`src/inc/irq_arb_map.vh`:
```
// Constants for the four-level interrupt arbiter
`ifndef IRQ_ARB_MAP_VH
`define IRQ_ARB_MAP_VH

// ==========================================================
// Source indices, natural order (index 0 ranks best)
`define SRC_PIN0        3'h0
`define SRC_TMR0        3'h1
`define SRC_PIN1        3'h2
`define SRC_TMR1        3'h3
`define SRC_SERIAL      3'h4
`define SRC_TMR2        3'h5
`define SRC_PIN2        3'h6
`define SRC_PIN3        3'h7
`define NUM_SRC         8

// ==========================================================
// Vector table
`define VEC_BASE        16'h0003
`define VEC_STEP_SHIFT  3

// ==========================================================
// Priority levels
`define LVL_0           2'h0
`define LVL_1           2'h1
`define LVL_2           2'h2
`define LVL_3           2'h3

// ==========================================================
// Reset values
`define RST_SRC_MASK    8'h00
`define RST_PIN_FLAGS   4'h0
`define RST_IN_SVC      4'h0

// ==========================================================
// Pin type select encoding
`define PIN_TYPE_LEVEL  1'b0
`define PIN_TYPE_EDGE   1'b1

`endif

```
`src/logic/four_level_interrupt_arbiter.v`:
```
// Four-level vectored interrupt arbiter for eight sources
// Notes on behaviour
// RL1: Software clears most request flags; an uncleared flag re-enters its handler endlessly.
// RL2: Priority level per source is {high bit, low bit}, 00 lowest, 11 highest.
// RL3: Running handler is preempted only by a strictly higher level request.
// RL4: A level three handler is never preempted.
// RL5: Equal-level ties go to best natural rank: ext0,tmr0,ext1,tmr1,serial,tmr2,ext2,ext3.
// RL6: Vector is 0003H plus eight times natural index, up to 003BH.
// RL7: Serial request is rx OR tx done; timer 2 is overflow OR capture/reload.
// RL8: Only external pins 0 to 3 may wake the core from power-down.
// RL9: A source with its enable clear never raises a request.
// RL10: Edge mode samples each pin per machine cycle; high then low sets flag.
// RL11: Edge flags of pins 0 and 1 clear when the core enters their handler; the code clears the edge flags of pins 2 and 3 on entry as well.
// RL12: Pin 2 in level mode: flag follows the inverted pin level.
// RL13: A request that cannot preempt stays pending and is granted after return.
`timescale 1ns/10ps
`default_nettype none
`include "irq_arb_map.vh"

module four_level_interrupt_arbiter
#(
   parameter NSRC = `NUM_SRC
)
(
   // Clock, reset, enable
   input  wire        mclk,
   input  wire        srst,
   input  wire        ce,
   // Machine cycle strobe from core timing
   input  wire        mcyc_tick,
   // External interrupt pins, active low
   input  wire [3:0]  ext_irq_pin_n,
   // Pin mode and software flag clears
   input  wire [3:0]  pin_type_sel,
   input  wire [3:0]  pin_flag_clr,
   // Peripheral request flags
   input  wire        tmr0_ovf_flag,
   input  wire        tmr1_ovf_flag,
   input  wire        tmr2_ovf_flag,
   input  wire        tmr2_capreload_flag,
   input  wire        serial_rx_done,
   input  wire        serial_tx_done,
   // Enables and priorities, natural index order
   input  wire [7:0]  src_irq_en,
   input  wire [7:0]  prio_high_reg,
   input  wire [7:0]  prio_low_reg,
   // Core handshake
   input  wire        core_ack,
   input  wire        core_reti,
   output wire        irq_req,
   output wire [15:0] irq_vector,
   output wire [2:0]  irq_src,
   output wire [1:0]  irq_level,
   // Status
   output wire [3:0]  pin_req_flags,
   output wire [3:0]  in_service,
   output wire        wake_req
);

   // ==========================================================
   // Helper functions
   function [1:0] src_level;
      input [7:0] hi;
      input [7:0] lo;
      input [2:0] idx;
      begin
         src_level = {hi[idx], lo[idx]};  // [RL2]
      end
   endfunction

   function [15:0] vec_of;
      input [2:0] idx;
      begin
         vec_of = `VEC_BASE + ({13'h0000, idx} << `VEC_STEP_SHIFT);  // [RL6]
      end
   endfunction

   function [1:0] top_level;
      input [3:0] svc;
      begin
         if (svc[3])
            top_level = `LVL_3;
         else if (svc[2])
            top_level = `LVL_2;
         else if (svc[1])
            top_level = `LVL_1;
         else
            top_level = `LVL_0;
      end
   endfunction

   // ==========================================================
   // External pin sampling
   wire [3:0] pin_level;
   wire [3:0] pin_fall;

   genvar g;
   generate
      for (g = 0; g < 4; g = g + 1)
      begin : g_pin
         pin_sampler u_samp
         (
            .mclk      (mclk),
            .srst      (srst),
            .ce        (ce),
            .mcyc_tick (mcyc_tick),
            .pin_async (ext_irq_pin_n[g]),
            .pin_level (pin_level[g]),
            .pin_fall  (pin_fall[g])
         );
      end
   endgenerate

   // ==========================================================
   // State
   reg [3:0]  pin_edge_r;
   reg [3:0]  pin_edge_nxt;
   reg [3:0]  in_svc_r;
   reg [3:0]  in_svc_nxt;
   reg        req_r;
   reg        req_nxt;
   reg [2:0]  src_r;
   reg [1:0]  lvl_r;
   reg [15:0] vec_r;
   reg        wake_r;

   // ==========================================================
   // Request vector
   wire [3:0] pin_flag;
   wire [7:0] raw_req;
   wire [7:0] live_req;

   // Level mode follows the inverted pin; edge mode latches
   assign pin_flag[0] = pin_type_sel[0] ? pin_edge_r[0] : ~pin_level[0];
   assign pin_flag[1] = pin_type_sel[1] ? pin_edge_r[1] : ~pin_level[1];
   assign pin_flag[2] = pin_type_sel[2] ? pin_edge_r[2] : ~pin_level[2];  // [RL12]
   assign pin_flag[3] = pin_type_sel[3] ? pin_edge_r[3] : ~pin_level[3];

   assign raw_req[`SRC_PIN0]   = pin_flag[0];
   assign raw_req[`SRC_TMR0]   = tmr0_ovf_flag;
   assign raw_req[`SRC_PIN1]   = pin_flag[1];
   assign raw_req[`SRC_TMR1]   = tmr1_ovf_flag;
   assign raw_req[`SRC_SERIAL] = serial_rx_done | serial_tx_done;       // [RL7]
   assign raw_req[`SRC_TMR2]   = tmr2_ovf_flag | tmr2_capreload_flag;  // [RL7]
   assign raw_req[`SRC_PIN2]   = pin_flag[2];
   assign raw_req[`SRC_PIN3]   = pin_flag[3];

   assign live_req = raw_req & src_irq_en;  // [RL9]

   // ==========================================================
   // Arbitration: highest level, then best natural rank
   reg [2:0] win_idx;
   reg [1:0] win_lvl;
   reg       win_any;
   reg [1:0] cur_lvl;
   reg       can_preempt;
   integer   i;

   always @*
   begin
      win_idx = 3'h0;
      win_lvl = `LVL_0;
      win_any = 1'b0;
      // Descending scan so the lower index wins a tie
      for (i = NSRC - 1; i >= 0; i = i - 1)
      begin
         if (live_req[i] &&
             (!win_any || src_level(prio_high_reg, prio_low_reg, i[2:0]) >= win_lvl))
         begin
            win_any = 1'b1;
            win_idx = i[2:0];  // [RL5]
            win_lvl = src_level(prio_high_reg, prio_low_reg, i[2:0]);
         end
      end
      cur_lvl = top_level(in_svc_r);
      // Idle core takes any request; otherwise strictly higher only
      if (in_svc_r == `RST_IN_SVC)
         can_preempt = win_any;
      else if (in_svc_r[3])
         can_preempt = 1'b0;  // [RL4]
      else
         can_preempt = win_any && (win_lvl > cur_lvl);  // [RL3]
   end

   // ==========================================================
   // Next-state logic
   reg       ack_ok;
   reg [3:0] ack_clr;
   reg [1:0] reti_lvl;
   reg [3:0] svc_clr;

   always @*
   begin
      ack_ok   = core_ack & req_r;
      ack_clr  = 4'h0;
      reti_lvl = top_level(in_svc_r);
      svc_clr  = 4'h0;
      if (ack_ok && pin_type_sel[0] && src_r == `SRC_PIN0)
         ack_clr[0] = 1'b1;  // [RL11]
      if (ack_ok && pin_type_sel[1] && src_r == `SRC_PIN1)
         ack_clr[1] = 1'b1;  // [RL11]
      if (ack_ok && pin_type_sel[2] && src_r == `SRC_PIN2)
         ack_clr[2] = 1'b1;
      if (ack_ok && pin_type_sel[3] && src_r == `SRC_PIN3)
         ack_clr[3] = 1'b1;
      // New edges win over software or entry clears
      pin_edge_nxt = (pin_edge_r & ~(pin_flag_clr | ack_clr)) | (pin_fall & pin_type_sel);
      // A return retires only the innermost level
      if (core_reti && in_svc_r != `RST_IN_SVC)
         svc_clr[reti_lvl] = 1'b1;
      in_svc_nxt = in_svc_r & ~svc_clr;
      if (ack_ok)
         in_svc_nxt[lvl_r] = 1'b1;
      // Held one cycle low after an ack so the old grant is not repeated
      // Frozen offer drops once its own source is cleared or disabled
      req_nxt = can_preempt & ~core_ack & ~core_reti &
                (~req_r | live_req[src_r]);  // [RL9] [RL13]
   end

   // ==========================================================
   // Registers
   always @(posedge mclk)
   begin
      if (srst)
      begin
         pin_edge_r <= `RST_PIN_FLAGS;
         in_svc_r   <= `RST_IN_SVC;
         req_r      <= 1'b0;
         src_r      <= 3'h0;
         lvl_r      <= `LVL_0;
         vec_r      <= `VEC_BASE;
         wake_r     <= 1'b0;
      end
      else if (ce)
      begin
         pin_edge_r <= pin_edge_nxt;
         in_svc_r   <= in_svc_nxt;
         req_r      <= req_nxt;
         // Grant fields frozen while a request is offered
         if (!req_r || !req_nxt)
         begin
            src_r <= win_idx;
            lvl_r <= win_lvl;
            vec_r <= vec_of(win_idx);  // [RL6]
         end
         // Timer and serial requests are kept out of wake-up
         wake_r <= live_req[`SRC_PIN0] | live_req[`SRC_PIN1] |
                   live_req[`SRC_PIN2] | live_req[`SRC_PIN3];  // [RL8]
      end
   end

   // ==========================================================
   // Outputs
   assign irq_req       = req_r;
   assign irq_vector    = vec_r;
   assign irq_src       = src_r;
   assign irq_level     = lvl_r;
   assign pin_req_flags = pin_flag;
   assign in_service    = in_svc_r;
   assign wake_req      = wake_r;

endmodule // four_level_interrupt_arbiter

`default_nettype wire

```
`src/logic/pin_sampler.v`:
```
// Pin synchroniser and per-machine-cycle falling-edge sampler
`timescale 1ns/10ps
`default_nettype none

module pin_sampler
(
   // Clock and reset
   input  wire mclk,
   input  wire srst,
   input  wire ce,
   // Machine cycle strobe
   input  wire mcyc_tick,
   // Asynchronous pin
   input  wire pin_async,
   // Results
   output wire pin_level,
   output wire pin_fall
);

   // ==========================================================
   // Two-stage synchroniser
   reg sync1_r;
   reg sync2_r;
   reg samp_cur_r;
   reg fall_r;

   always @(posedge mclk)
   begin
      if (srst)
      begin
         sync1_r     <= 1'b1;
         sync2_r     <= 1'b1;
         samp_cur_r  <= 1'b1;
         fall_r      <= 1'b0;
      end
      else if (ce)
      begin
         sync1_r <= pin_async;
         sync2_r <= sync1_r;
         fall_r  <= 1'b0;
         // One sample per machine cycle; high then low is an edge
         if (mcyc_tick)
         begin
            samp_cur_r  <= sync2_r;
            fall_r      <= samp_cur_r & ~sync2_r;  // [RL10]
         end
      end
   end

   assign pin_level = sync2_r;
   assign pin_fall  = fall_r;

endmodule // pin_sampler

`default_nettype wire

```
`config.mk`:
```
export PLATFORM = sky130hd
export DESIGN_NAME = four_level_interrupt_arbiter
export DESIGN_NICKNAME = d
export VERILOG_FILES = /design/src/logic/four_level_interrupt_arbiter.v /design/src/logic/pin_sampler.v
export VERILOG_INCLUDE_DIRS = /design/src /design/src/inc
export SDC_FILE = /design/constraint.sdc
export NUM_CORES = 1
export LEC_CHECK = 0
export ABC_AREA = 1
export BUFFER_PORTS_ARGS = -buffer_cell sky130_fd_sc_hd__buf_2
export CAP_MARGIN = 30
export CORE_ASPECT_RATIO = 1.5
export CORE_MARGIN = 2
export CORE_UTILIZATION = 30
export CTS_CLUSTER_DIAMETER = 150
export DETAILED_ROUTE_END_ITERATION = 10
export HOLD_SLACK_MARGIN = 0.12
export SKIP_LAST_GASP = 1
export SLEW_MARGIN = 15
export SYNTH_ARGS = -nofsm -noshare
export SYNTH_HDL_FRONTEND = slang
export SYNTH_SLANG_ARGS = --single-unit
export TNS_END_PERCENT = 100
```
`constraint.sdc`:
```
create_clock -name mclk -period 24.4 [get_ports mclk]
set_input_delay 4.88 -clock mclk [delete_from_list [all_inputs] [get_ports mclk]]
set_output_delay 4.88 -clock mclk [all_outputs]
set_load 0.005 [all_outputs]
```
==> results.py <==
metrics = {
    "worst_setup_path": {
        "startpoint_type": "primary input",
        "required_ns": 24.58,
        "crit_path_max_incr_delay_ns": 0.40,
        "crit_type": "primary input to register",
        "path_delay_family": "simple AND/OR/NAND/NOR gates",
        "crit_top_cell": "nand2_1",
        "r2r_cells": 68,
        "critPathBufInv": 9,
        "critPathCaptureType": "register",
        "regToRegEndpoint": "irq_level[0]",
        "cp.arrival_ns": 13.53,
        "worstPathMaxFanout": 7,
        "r2r-start": "g_pin[3].u_samp.pin_level",
        "reg2reg_slack_ns": 15.41,
        "cp_slowest_cell": "or3b_4",
    },
    "die": {
        "fp.dieW_um": 78.0,
        "fp.dieH_um": 115,
        "ioPinCount": 79,
        "initial_core_util_pct": 30.8,
        "die_area_um2": 8980,
        "rows": 40,
        "coreArea_um2": 8010,
    },
    "yosys": {
        "syn_area_um2": 2470,
        "yosysWarnings": 0,
        "yosysMostFrequentCell": "nand2_1",
        "synth_commonest_cells": "nand2_1 (71), inv_1 (54), dfxtp_1 (31), a21oi_1 (27), nand3_1 (24)",
        "ys_types": 41,
        "synth_flop_cell": "dfxtp_1",
        "ys_top_cells_by_area": "dfxtp_1 (25%), nand2_1 (11%), inv_1 (8.2%), ha_1 (7.6%), a21oi_1 (5.5%)",
        "ys_seq_area_share_pct": 25.2,
        "synth.largest_area_cell": "dfxtp_1",
        "syn-mean-instance-area_um2": 6.91,
        "synth_edf_count": 0,
        "synthArstFlopShare_pct": 0,
        "syn-instance-count": 357,
        "synth-seq-cells": 31,
        "synth_top_area_share_pct": 25.2,
    },
    "sta": {
        "hold_viol_final": 0,
        "timing.hold.ws_ns": 0.456,
        "timing.final.crit_share_pct": 54.7,
        "fin_setup_tns_ns": 0,
        "period_minus_slack_ns": 13.36,
        "maxSlewViolCount": 0,
        "final.setup_skew_ns": 0.00390,
        "setup_viol": 0,
        "fmax_ghz": 0.0749,
        "rsz0062_at_grt": "no",
    },
    "cts": {
        "root_buffer": "clkbuf_16",
        "cts_resized": 0,
        "clk_path_buf_depth": 2,
        "htreeDepth": 2,
        "clk-insertion-delay-late_ns": 0.28,
        "clock-sinks": 31,
        "path_clk_slew_ns": 0.05,
        "tritoncts.num_buffers": 5,
        "post_cts_buffers": 0,
        "ctsHoldBuffers": 0,
        "cts_tree": "built",
    },
    "hold_path": {
        "holdPathEnd": "g_pin[0].u_samp.sync1_r",
        "hold_class": "register to register",
        "min_path_cells": 2,
        "worstHoldStart": "g_pin[0].u_samp.sync1_r",
    },
    "global_routing": {
        "grt_pass1_vias": 2255,
        "grt_first_pass_wirelength_um": 10100,
        "grt_max_degree": 27,
        "grt_usage_pct": 14.0,
        "overflow": 0,
        "antenna_found_initial": 0,
    },
    "drt": {
        "drtPass1Iterations": 4,
        "routedWlPerCell_um": 11.4,
        "vias": 2378,
        "detail-route-antenna-nets": 0,
        "drc": 0,
        "drt-total-wl_um": 6000,
        "drt_iter0_drc": 57,
        "vias_per_cell": 4.54,
    },
    "status": {
        "status": "complete, no violations",
    },
    "pwr": {
        "p_per_area_nw_per_um2": 56.1,
        "peakVddDrop_v": 0.0000554,
        "leakage_nw": 1.59,
    },
    "cells_and_area": {
        "drive_above_1_share_pct": 28.2,
        "final_core_util_pct": 37.3,
        "nNetsFinal": 481,
        "fillerInstances": 894,
        "antenna_cells": 0,
        "syn_to_final_growth_pct": 21.3,
    },
    "placement": {
        "gp_congestion": 0.852,
        "port-buffer-count": 65,
        "hpwl_um": 4850,
    },
    "run": {
        "drv_cap": 0,
    },
}
## flip-flops by register name, indices dropped and copies added (netlist names)
| signal | count |
|---|---|
| g_pin.u_samp.pin_fall | 4 |
| g_pin.u_samp.pin_level | 4 |
| g_pin.u_samp.samp_cur_r | 4 |
| g_pin.u_samp.sync1_r | 4 |
| in_service | 4 |
| irq_level | 2 |
| irq_req | 1 |
| irq_src | 3 |
| pin_edge_r | 4 |
| wake_req | 1 |
## report_power, final
group / leakage, nW / switching, mW / internal, mW / total [mW]
clock: 0.0838 / 0.0230 / 0.0481 / 0.0710
combinational: 1.25 / 0.0240 / 0.0174 / 0.0413
sequential: 0.254 / 0.00215 / 0.0532 / 0.0553
total: 1.59 / 0.0491 / 0.119 / 0.168
## metal layers
layer	GRT usage [%]	wire, µm	up-vias
met5	0	0	-
met4	5.03	130	0
met3	2.43	262	10
met2	26.5	3080	63
met1	15.4	2530	1050
li1	-	-	1255
## metrics by stage
step	cell area, µm²	total power, mW	setup WS (ns)	cells
final	2990	0.168	11.04	524
after global routing	2990	0.178	10.07	524
after CTS	2990	0.170	10.97	524
after detailed placement	2820	0.0982	10.71	516
after global placement	2820	0.0972	10.98	516
after floorplan	2510	0.0877	11.63	368
## kinds of logic after synthesis
family	Yosys count	share of synthesized area, %
other cells	2	0.305
buf+inv	83	15.2
simple gates	153	33.7
fa+ha+maj	15	7.61
flops	31	25.2
compound gates	73	18.1
## cells in the final DEF (no fill, tap or decap), types with 2 or more instances in the layout
master     netlist  routed
o211ai_1         6       6
conb_1           2      13
a21oi_1         27      27
nor3_1           2       2
dfxtp_1         31      31
nand3_1         24      24
ha_1            15      15
o21bai_1         2       2
nand2_4          7       7
nand4_1          2       2
a31oi_1          4       4
buf_2            0      65
a21oi_2          2       2
o21a_1           2       2
o21ai_1          3       3
clkinv_1         2       2
nand2_2          9       9
o21ai_2          5       5
inv_1           54      54
and2_1           7       7
inv_2            4       4
nand3_2          9       9
o21ai_0         16      16
clkbuf_16        0       5
nand2_1         71      71
nor2_1          14      14
## how the worst max path moves through the flow
stage                     from  slack [ns]  cells past startpoint           end
2_1_floorplan  pin_type_sel[3]       11.63                     68    irq_src[2]
3_3_place_gp   pin_type_sel[3]       10.98                     69  irq_level[1]
3_5_place_dp   pin_type_sel[3]       10.71                     71  irq_level[0]
4_1_cts        pin_type_sel[3]       10.97                     70  irq_level[0]
5_1_grt        pin_type_sel[3]       10.07                     69  irq_level[0]
6_report       pin_type_sel[3]       11.04                     69  irq_level[0]
## tightest hold or removal path, cell delays in order (launching register included)
cell	delay (ns)
dfxtp_1	0.32
nand2_1	0.05
nand3_1	0.05
## cell type report
class	count	area, µm²	share of cell area [%]
tap	105	131	4.39
clock inverter	3	43.8	1.46
timing repair buffer	65	325	10.9
clock buffer	5	125	4.18
sequential	31	621	20.8
multi-input combinational	254	1510	50.6
inverter	61	231	7.74
(Power assumes the default switching activity.)
